**src/rtl/vector_step_pkg.sv**
```systemverilog
// What this block does
// - Each step adds the ones-complement minor delta and a carry-in of one.
// - No carry out strobes both major and minor axis, a diagonal step.
// - A carry out strobes the major axis only and sets the carry flop.
// - A diagonal step shows direction X-and-Y, writes once unless on an even line after direction 6, counts down.
// - A major-only step shows direction X, writes once, counts down.
// - No write for direction 2 on odd lines or direction 6 on even lines.
// - No write for direction 5 or 7 on an even line after direction 6.
// - No write for direction 1 or 3 on an odd line after direction 2.
package vector_step_pkg;
  localparam int          DataWidth   = 8;
  localparam int          CountWidth  = 8;
  localparam logic [2:0]  DirDecX     = 3'h4;
  localparam logic [2:0]  DirDecXY    = 3'h5;
  localparam logic [2:0]  DirReset    = 3'h0;
  localparam logic        CarryIn     = 1'h1;

  typedef enum logic [1:0] {
    IDLE = 2'b00,
    STEP = 2'b01,
    ADDU = 2'b10,
    DONE = 2'b11
  } step_state_e;

  typedef struct packed {
    logic       valid;
    logic [2:0] dir;
    logic       write;
  } pixel_req_s;
endpackage : vector_step_pkg

```
**src/rtl/pixel_write_gate.sv**
```systemverilog
`timescale 1ns/100ps
`default_nettype none
module pixel_write_gate
  import vector_step_pkg::*;
(
  // Step information
  input  wire logic [2:0] dir,
  input  wire logic [2:0] prevDir,
  input  wire logic       lineOdd,
  // Decision
  output var  logic       allow
);
  always_comb begin
    allow = 1'b1;
    if ((dir == 3'h2 && lineOdd) || (dir == 3'h6 && !lineOdd)) begin
      allow = 1'b0;
    end
    if ((dir == 3'h5 || dir == 3'h7) && !lineOdd && prevDir == 3'h6) begin
      allow = 1'b0;
    end
    if ((dir == 3'h1 || dir == 3'h3) && lineOdd && prevDir == 3'h2) begin
      allow = 1'b0;
    end
  end
endmodule : pixel_write_gate
`default_nettype wire

```
**src/rtl/vector_step_generator.sv**
```systemverilog
`timescale 1ns/100ps
`default_nettype none
module vector_step_generator
  import vector_step_pkg::*;
#(
  parameter int DW = DataWidth,
  parameter int CW = CountWidth
) (
  // Clock and reset
  input  wire logic          clk,
  input  wire logic          reset_n,
  input  wire logic          clkEn,
  // Vector setup
  input  wire logic          start,
  input  wire logic [DW-1:0] errorInit,
  input  wire logic [DW-1:0] minorDeltaComplement,
  input  wire logic [DW-1:0] majorDeltaValue,
  input  wire logic [CW-1:0] stepCount,
  input  wire logic [2:0]    prevDirInit,
  input  wire logic          lineOdd,
  // Step outputs
  output var  pixel_req_s    pixelReq,
  output var  logic          majorStrobe,
  output var  logic          minorStrobe,
  output var  logic          carryFlag,
  output var  logic [DW-1:0] errorTerm,
  output var  logic [CW-1:0] downCount,
  output var  logic          busy,
  output var  logic          vectorDone
);
  // Adders and counter need these widths
  if (DW < 2 || CW < 1) begin : g_widthCheck
    $error("vector_step_generator: width too small");
  end

  step_state_e   state_q;
  logic [DW-1:0] err_q;
  logic [DW-1:0] minorComp_q;
  logic [DW-1:0] majorDelta_q;
  logic [CW-1:0] cnt_q;
  logic          carry_q;
  logic [2:0]    prevDir_q;
  logic [DW:0]   sumErr;
  logic [DW:0]   sumAddBack;
  logic [2:0]    dirNow;
  logic          allow;

  assign sumErr     = {1'b0, err_q} + {1'b0, minorComp_q}
                      + {{DW{1'b0}}, CarryIn};
  assign sumAddBack = {1'b0, err_q} + {1'b0, majorDelta_q};
  assign dirNow     = sumErr[DW] ? DirDecX : DirDecXY;

  pixel_write_gate u_gate (
    .dir     (dirNow),
    .prevDir (prevDir_q),
    .lineOdd (lineOdd),
    .allow   (allow)
  );

  // Sequencing
  always_ff @(posedge clk) begin
    if (!reset_n) begin
      state_q <= IDLE;
    end else if (clkEn) begin
      case (state_q)
        IDLE: if (start) begin
          state_q <= (stepCount == '0) ? DONE : STEP;
        end
        STEP: state_q <= ADDU;
        ADDU: state_q <= (cnt_q == '0) ? DONE : STEP;
        DONE: state_q <= IDLE;
        default: state_q <= IDLE;
      endcase
    end
  end

  // Error term and deltas
  always_ff @(posedge clk) begin
    if (!reset_n) begin
      err_q        <= '0;
      minorComp_q  <= '0;
      majorDelta_q <= '0;
      carry_q      <= 1'b0;
    end else if (clkEn) begin
      if (state_q == IDLE && start) begin
        err_q        <= errorInit;
        minorComp_q  <= minorDeltaComplement;
        majorDelta_q <= majorDeltaValue;
        carry_q      <= 1'b0;
      end else if (state_q == STEP) begin
        err_q   <= sumErr[DW-1:0];
        carry_q <= sumErr[DW];
      end else if (state_q == ADDU && !carry_q) begin
        err_q <= sumAddBack[DW-1:0];
      end
    end
  end

  // Count, direction and pixel request
  always_ff @(posedge clk) begin
    if (!reset_n) begin
      cnt_q       <= '0;
      prevDir_q   <= DirReset;
      pixelReq    <= '0;
      majorStrobe <= 1'b0;
      minorStrobe <= 1'b0;
    end else if (clkEn) begin
      pixelReq    <= '0;
      majorStrobe <= 1'b0;
      minorStrobe <= 1'b0;
      if (state_q == IDLE && start) begin
        cnt_q     <= stepCount;
        prevDir_q <= prevDirInit;
      end else if (state_q == STEP) begin
        majorStrobe    <= 1'b1;
        minorStrobe    <= !sumErr[DW];
        pixelReq.valid <= 1'b1;
        pixelReq.dir   <= dirNow;
        pixelReq.write <= allow;
        prevDir_q      <= dirNow;
        cnt_q          <= cnt_q - 1'b1;
      end
    end
  end

  // Status outputs
  always_ff @(posedge clk) begin
    if (!reset_n) begin
      carryFlag  <= 1'b0;
      errorTerm  <= '0;
      downCount  <= '0;
      busy       <= 1'b0;
      vectorDone <= 1'b0;
    end else if (clkEn) begin
      carryFlag  <= carry_q;
      errorTerm  <= err_q;
      downCount  <= cnt_q;
      busy       <= (state_q == STEP) || (state_q == ADDU)
                    || (state_q == IDLE && start);
      vectorDone <= (state_q == DONE);
    end
  end
endmodule : vector_step_generator
`default_nettype wire

```
**config.mk**
```make
export PLATFORM = sky130hd
export DESIGN_NAME = vector_step_generator
export DESIGN_NICKNAME = d
export VERILOG_FILES = /design/src/rtl/vector_step_pkg.sv /design/src/rtl/pixel_write_gate.sv /design/src/rtl/vector_step_generator.sv
export SDC_FILE = /design/constraint.sdc
export NUM_CORES = 1
export LEC_CHECK = 0
export BUFFER_PORTS_ARGS = -buffer_cell sky130_fd_sc_hd__buf_2
export CAP_MARGIN = 40
export CORE_MARGIN = 4
export CORE_UTILIZATION = 38
export CTS_CLUSTER_SIZE = 16
export DETAILED_ROUTE_END_ITERATION = 10
export SLEW_MARGIN = 20
export SYNTH_ARGS = -nofsm -noshare
export SYNTH_HDL_FRONTEND = slang
export SYNTH_SLANG_ARGS = --single-unit
```
**constraint.sdc**
```tcl
create_clock -name clk -period 2.7 [get_ports clk]
set_clock_uncertainty 0.1 [all_clocks]
set_input_delay 0 -clock clk [delete_from_list [all_inputs] [get_ports clk]]
set_output_delay 0 -clock clk [all_outputs]
set_load 0.02 [all_outputs]
```
==> run_results.csv, run 1 <==
group,metric,value,unit
detailed_routing,drt_iter0_markers,132,
place,dp_hpwl,6.54,mm
detailed_routing,ant_nets,0,
worst_setup_path,cp_common_cell,"o21ai_1",
timing,fmax,400,MHz
synth,synth_seq_cells,60,
synth,syn-num-nets,472,
timing,rsz0062_at_grt,"false",
floorplanning,die_area,10600,um2
final_layout,diodes,0,
worst_setup_path,critPathBufInv,2,
worst_setup_path,endpoint_kind,"flop",
global_route,grt_overflow,0,
clock_network,cts_htree_levels,3,
worst_setup_path,cp_top_family,"buffers and inverters",
synth,synth_enable_flop_cells,0,
detailed_routing,finalWirelength,9.12,mm
clock_network,cts_setup_buffers,0,
global_route,grt_max_degree,51,
status,status,"completed",
timing,timing.setup.tns,0,ps
floorplanning,fp.dieH,103,um
worst_setup_path,start_kind,"flop",
worst_hold_path,worstHoldStart,"errorInit[2]",
global_route,grt_pass1_vias,3178,
worst_setup_path,critPathMaxStageDelay,540,ps
place,port-buffer-count,64,
synth,yosys.cell_types.count,64,
worst_setup_path,required,2820,ps
worst_setup_path,crit_slowest_cell,"dlygate4sd3_1",
worst_setup_path,r2r_start,"state_q[1]$_SDFFE_PN0P_",
timing,period_needed,2500,ps
job,cap_violations,0,
clock_network,clk_pin_slew,70,ps
power,p_leak,1.84,nW
power,total_power,0.00233,W
floorplanning,ioPinCount,66,
worst_hold_path,hp-class,"input port to flop",
detailed_routing,dr.pass1.iters,4,
floorplanning,die_w,103,um
synth,ys.flop_type,"dfxtp_1",
final_layout,fin_nets,560,
synth,avgSynthCellArea,8.37,um2
final_layout,drive_gt1_frac,0.192,
synth,synth_most_common_cell,"dfxtp_1",
synth,synthCells,409,
clock_network,root_buffer,"clkbuf_8",
synth,yosysSeqAreaShare,0.351,
floorplanning,fp-row-count,34,
worst_setup_path,worstPathCellList,"inv_1, ha_2, a21o_1, nand2_1, o21ai_1, o21ai_1, and2_1, dlygate4sd3_1",
synth,yosysWarnings,0,
clock_network,numCtsBuffers,9,
timing,period_share,0.927,
detailed_routing,wl_per_cell,15.0,um
worst_setup_path,cp.arrival,2630,ps
global_route,globalRouteTotalUtil,0.182,
global_route,grt_pass1_wl,15.1,mm
detailed_routing,drcViolationCount,0,
floorplanning,core,8760,um2
floorplanning,start_util,0.391,
synth,synth_top_area_share,0.351,
global_route,antenna_found_initial,0,
timing,slew_headroom,0.555,
worst_setup_path,worstPathMaxFanout,18,
power,irDropWorstVdd,0.233,mV
synth,yosys-top-cells-count,"dfxtp_1 (60), nand2_1 (57), nor2_1 (37)",
clock_network,clock_latency,330,ps
detailed_routing,vias,3288,
clock_network,cts_tree,"yes",
synth,synthArstFlopShare,0,
worst_setup_path,path_class,"flop to flop",
place,gp_congestion,0.852,
power,power_density,541,nW/um2
clock_network,cts_buffer_depth,2,
detailed_routing,viasPerCell,5.41,
clock_network,numClockSinks,60,
timing,setup_violations,0,
synth,netlist_area,3420,um2
synth,yosys.area.top_type,"dfxtp_1",
timing,slew_violations,0,
synth,synthTopCellsByArea,"dfxtp_1 (35%), ha_1 (7.7%), mux2i_1 (6.7%)",
worst_setup_path,worstSetupStartpoint,"state_q[1]$_SDFFE_PN0P_",
timing,worst_slew_pin_slew,667,ps
final_layout,nFillCells,887,
final_layout,areaGrowthSynthToFinish,26.1,%
timing,hold_viol,0,
-- cells in the final DEF, fill, tap and decap left out, types with 3 or more instances in the layout --
cell type      synthesis  layout
nor4_1                 3       3
dlygate4sd3_1          0      34
mux2i_1               23      23
clkbuf_8               0      11
a21oi_1               33      33
nand4_1                4       4
o21ai_0                6       6
nand2b_1               4       4
inv_1                 15      15
a211oi_1              14      14
o22ai_1                4       4
buf_2                 11      64
ha_1                  21      20
nor2_1                37      37
a31oi_1                7       7
nor2b_1                4       4
nand3_1                9       9
a21boi_1               3       3
buf_4                  6       6
and2_1                 4       4
nand2_1               57      55
nor3_1                 4       4
o21bai_1               3       3
o21ai_1               10      10
xnor2_1                4       4
dfxtp_1               60      60
-- power by group --
group | internal (W) | switching, W | leakage, nW
registers | 0.000940 | 0.0000537 | 0.489
clock network | 0.000466 | 0.000345 | 0.0983
logic | 0.000232 | 0.000297 | 1.25
-- layer usage --
layer	global-route usage	vias to the layer above	part of all wire
li1	-	1653	-
met1	0.234	1531	0.45
met2	0.296	87	0.47
met3	0.0419	17	0.056
met4	0.0687	0	0.022
met5	0	-	0
-- kinds of logic after synthesis --
group / count (synthesis) / synth area share
adders and majority gates: 23 / 0.0885
AOI/OAI and AO/OA: 116 / 0.231
xor gates and xnor gates: 4 / 0.0102
DFF: 60 / 0.351
buffers and inverters: 42 / 0.0588
muxes: 24 / 0.0705
other: 1 / 0.00110
and+or+nand+nor: 139 / 0.189
-- what timing repair did --
| item | CTS | global route |
|---|---|---|
| gates resized for setup | 0 | 3 |
| hold endpoints to repair | 35 | 0 |
| hold buffers | 34 | 0 |
| setup endpoints to repair | 0 | 2 |
-- path summary, 6_finish.rpt --
check                                                   end  slack (ps)  cells past startpoint
worst max-delay path                  cnt_q[6]$_SDFFE_PN0P_         200                      8
worst min-delay path                  err_q[2]$_SDFFE_PN0P_          20                      5
worst max register to register        cnt_q[6]$_SDFFE_PN0P_         200                      8
worst min register to register  minorComp_q[6]$_SDFFE_PN0P_         360                      2
-- sequential cells by signal (all words and copies together) (netlist names), 2 cells and up --
| register | flops |
|---|---|
| downCount | 8 |
| cnt_q | 8 |
| state_q | 2 |
| errorTerm | 8 |
| pixelReq | 3 |
| err_q | 8 |
| majorDelta_q | 8 |
| minorComp_q | 8 |
| prevDir_q | 3 |
-- worst min-delay path: stages --
cell      delay, ps
buf_2           100
nor2_1           90
a211oi_1         50
a21oi_1         110
nor2_1           50
-- layout make-up --
type / count / area, um2 / area share
Multi-Input combinational cell: 307 / 2030 / 0.470
Sequential cell: 60 / 1200 / 0.278
Timing Repair Buffer: 104 / 706 / 0.163
Clock inverter: 2 / 35.0 / 0.00812
Clock buffer: 12 / 155 / 0.0359
Inverter: 15 / 56.3 / 0.0130
Tap cell: 108 / 135 / 0.0313
-- metrics by stage --
stage	hold WS (ps)	area [um2]	cells	utilization	setup slack, ps
after floorplan	36.0	3420	409	-	712
final	17.4	4320	608	0.493	197
after detailed placement	145	3780	560	0.431	440
after CTS	1.17	4310	608	0.492	19.3
after global routing	71.0	4320	608	0.493	8.38
after global placement	144	3780	560	0.431	523
(Power assumes the default switching activity.)
==> inputs of run 2 (changes only) <==
- SYNTH_HIERARCHICAL: default -> 1
==> run 2 against run 1 <==
Net effect: combinational power down 9.6%; global-route usage decreased by 0.27 points; first-iteration DRC count rose by 54%; worst hold slack better by 12 ps; wire length decreased by 2.8%; synthesized area is 1.9% lower.
==> run_results.csv, run 2 <==
group,metric,value,unit
status,status,"completed",
final_layout,fin_cells,625,
synth,synth_top_area_share,0.358,
final_layout,diodes,0,
detailed_routing,vias,3204,
synth,yosysWarnings,6,
final_layout,final_common_cell,"buf_2",
synth,yosysSeqAreaShare,0.358,
clock_network,numClockSinks,60,
timing,slew_headroom,0.580,
clock_network,cts_tree,"yes",
final_layout,areaGrowthSynthToFinish,29.5,%
worst_setup_path,cp.arrival,2640,ps
place,place_ws,258,ps
synth,synthCells,415,
final_layout,drive_gt1_frac,0.191,
floorplanning,fp.dieH,102,um
timing,slew_violations,0,
floorplanning,die_w,102,um
synth,synthTopCellsByArea,"dfxtp_1 (36%), ha_1 (7.8%), mux2i_1 (7.8%)",
clock_network,cts_htree_levels,3,
detailed_routing,drcViolationCount,0,
global_route,grt_max_degree,35,
final_layout,fin_nets,575,
floorplanning,start_util,0.387,
timing,hold_viol,0,
place,placed_area,3780,um2
synth,synthArstFlopShare,0,
detailed_routing,finalWirelength,8.86,mm
detailed_routing,dr.pass1.iters,4,
floorplanning,die_area,10400,um2
global_route,antenna_found_initial,0,
detailed_routing,drt_iter0_markers,203,
place,dp_hpwl,6.43,mm
worst_setup_path,worst-r2r-setup-slack,240,ps
global_route,grt_pass1_wl,14.6,mm
timing,timing.setup.tns,0,ps
global_route,grt_overflow,0,
clock_network,clk_pin_slew,80,ps
job,cap_violations,0,
clock_network,numCtsBuffers,9,
final_layout,layout_common_cells,"buf_2 (64), dfxtp_1 (60), nand2_1 (51)",
place,dp.cells,572,
clock_network,root_buffer,"clkbuf_8",
detailed_routing,wl_per_cell,14.2,um
place,port-buffer-count,64,
floorplanning,fp-row-count,34,
synth,synth_seq_cells,60,
timing,rsz0062_at_grt,"false",
place,gp_congestion,0.912,
power,irDropWorstVdd,0.283,mV
worst_hold_path,hp-class,"input port to flop",
detailed_routing,ant_nets,0,
power,p_leak,1.88,nW
worst_setup_path,worstPathMaxFanout,14,
final_layout,postLayoutCoreUtil,0.501,
synth,yosys-top-cells-count,"dfxtp_1 (60), nand2_1 (51), nor2_1 (47)",
worst_setup_path,path_class,"flop to flop",
floorplanning,core,8680,um2
synth,synth_enable_flop_cells,0,
timing,period_needed,2460,ps
power,power_density,504,nW/um2
clock_network,cts_buffer_depth,2,
timing,fin_ws,242,ps
global_route,globalRouteTotalUtil,0.179,
synth,avgSynthCellArea,8.09,um2
worst_setup_path,endpoint_kind,"flop",
synth,synth_most_common_cell,"dfxtp_1",
global_route,grt_pass1_vias,3005,
synth,netlist_area,3360,um2
synth,yosys.area.top_type,"dfxtp_1",
worst_setup_path,required,2880,ps
timing,worst_slew_pin_slew,630,ps
timing,fmax,407,MHz
detailed_routing,viasPerCell,5.13,
floorplanning,ioPinCount,66,
clock_network,clock_latency,340,ps
synth,yosys.cell_types.count,52,
timing,setup_violations,0,
synth,ys.flop_type,"dfxtp_1",
worst_setup_path,start_kind,"flop",
final_layout,fin_area,4350,um2
timing,period_share,0.910,
==> run 2: changes by cell type after synthesis, moves of 4 or more <==
cell      change
nor2_1       +10
o21ai_0      +10
clkbuf_1      +9
nand2b_1      +8
o21ai_1       -7
buf_2         -6
nand2_1       -6
nand3_1       +6
a21oi_1       +4
a31oi_1       -4
==> run 2: worst paths after layout <==
kind | start | to | cells past startpoint
setup reg to reg | state_q[1]$_SDFFE_PN0P_ | err_q[5]$_SDFFE_PN0P_ | 8
setup / recovery | state_q[1]$_SDFFE_PN0P_ | err_q[5]$_SDFFE_PN0P_ | 8
hold / removal | stepCount[7] | state_q[1]$_SDFFE_PN0P_ | 6
hold reg to reg | minorComp_q[0]$_SDFFE_PN0P_ | minorComp_q[0]$_SDFFE_PN0P_ | 2
==> run 2: cell families after synthesis <==
logic type               Yosys count  synth area share
AND/OR/NAND/NOR                  152             0.206
AO/OA/AOI/OAI                    103             0.196
flip-flops                        60             0.358
buffers and inverters             43            0.0544
multiplexers                      26            0.0775
adder cells (fa/ha/maj)           23            0.0902
XOR/XNOR                           6            0.0157
other                              2           0.00224
==> run 2: metrics by stage <==
step / hold WS (ps) / total power (W)
final: 29.2 / 0.00219
after global routing: 32.5 / 0.00232
after CTS: 12.7 / 0.00222
after detailed placement: 151 / 0.00143
after global placement: 142 / 0.00143
after floorplan: 36.0 / 0.00130
==> run 2: routing by layer <==
| metal | global-route usage | part of all wire |
|---|---|---|
| met4 | 0.0656 | 0.014 |
| met5 | 0 | 0 |
| met3 | 0.0410 | 0.065 |
| met1 | 0.247 | 0.48 |
| met2 | 0.274 | 0.44 |
==> run 2: critical path, cell delays in order (launching register included) <==
cell           delay (ps)
dfxtp_1               390
inv_1                 100
ha_1                  230
and2_2                310
buf_4                 200
o31ai_1               240
a22oi_1               100
a31oi_1               170
dlygate4sd3_1         560
==> run 2: timing repair <==
item / 4_1_cts / 5_1_grt
hold endpoints to repair: 37 / 0
endpoints found under the setup margin: 0 / 2
setup buffers: 0 / 0
hold buffers: 37 / 0
gates resized for setup: 0 / 3
==> run 2: final cells by class <==
cell class              count  area (um2)
well taps                 108         135
flip-flops and latches     60        1200
clock inverters             6        38.8
fillers                   848        4330
clock buffers              10         138
inverters                  17        63.8
multi-input cells         315        2000
repair buffers            109         771
==> run 2: power by group <==
group | internal, W | switching (W) | leakage (nW) | total (W)
sequential | 0.000936 | 0.0000475 | 0.489 | 0.000984
combinational | 0.000216 | 0.000262 | 1.30 | 0.000478
clock | 0.000356 | 0.000372 | 0.0885 | 0.000728
total | 0.00151 | 0.000682 | 1.88 | 0.00219
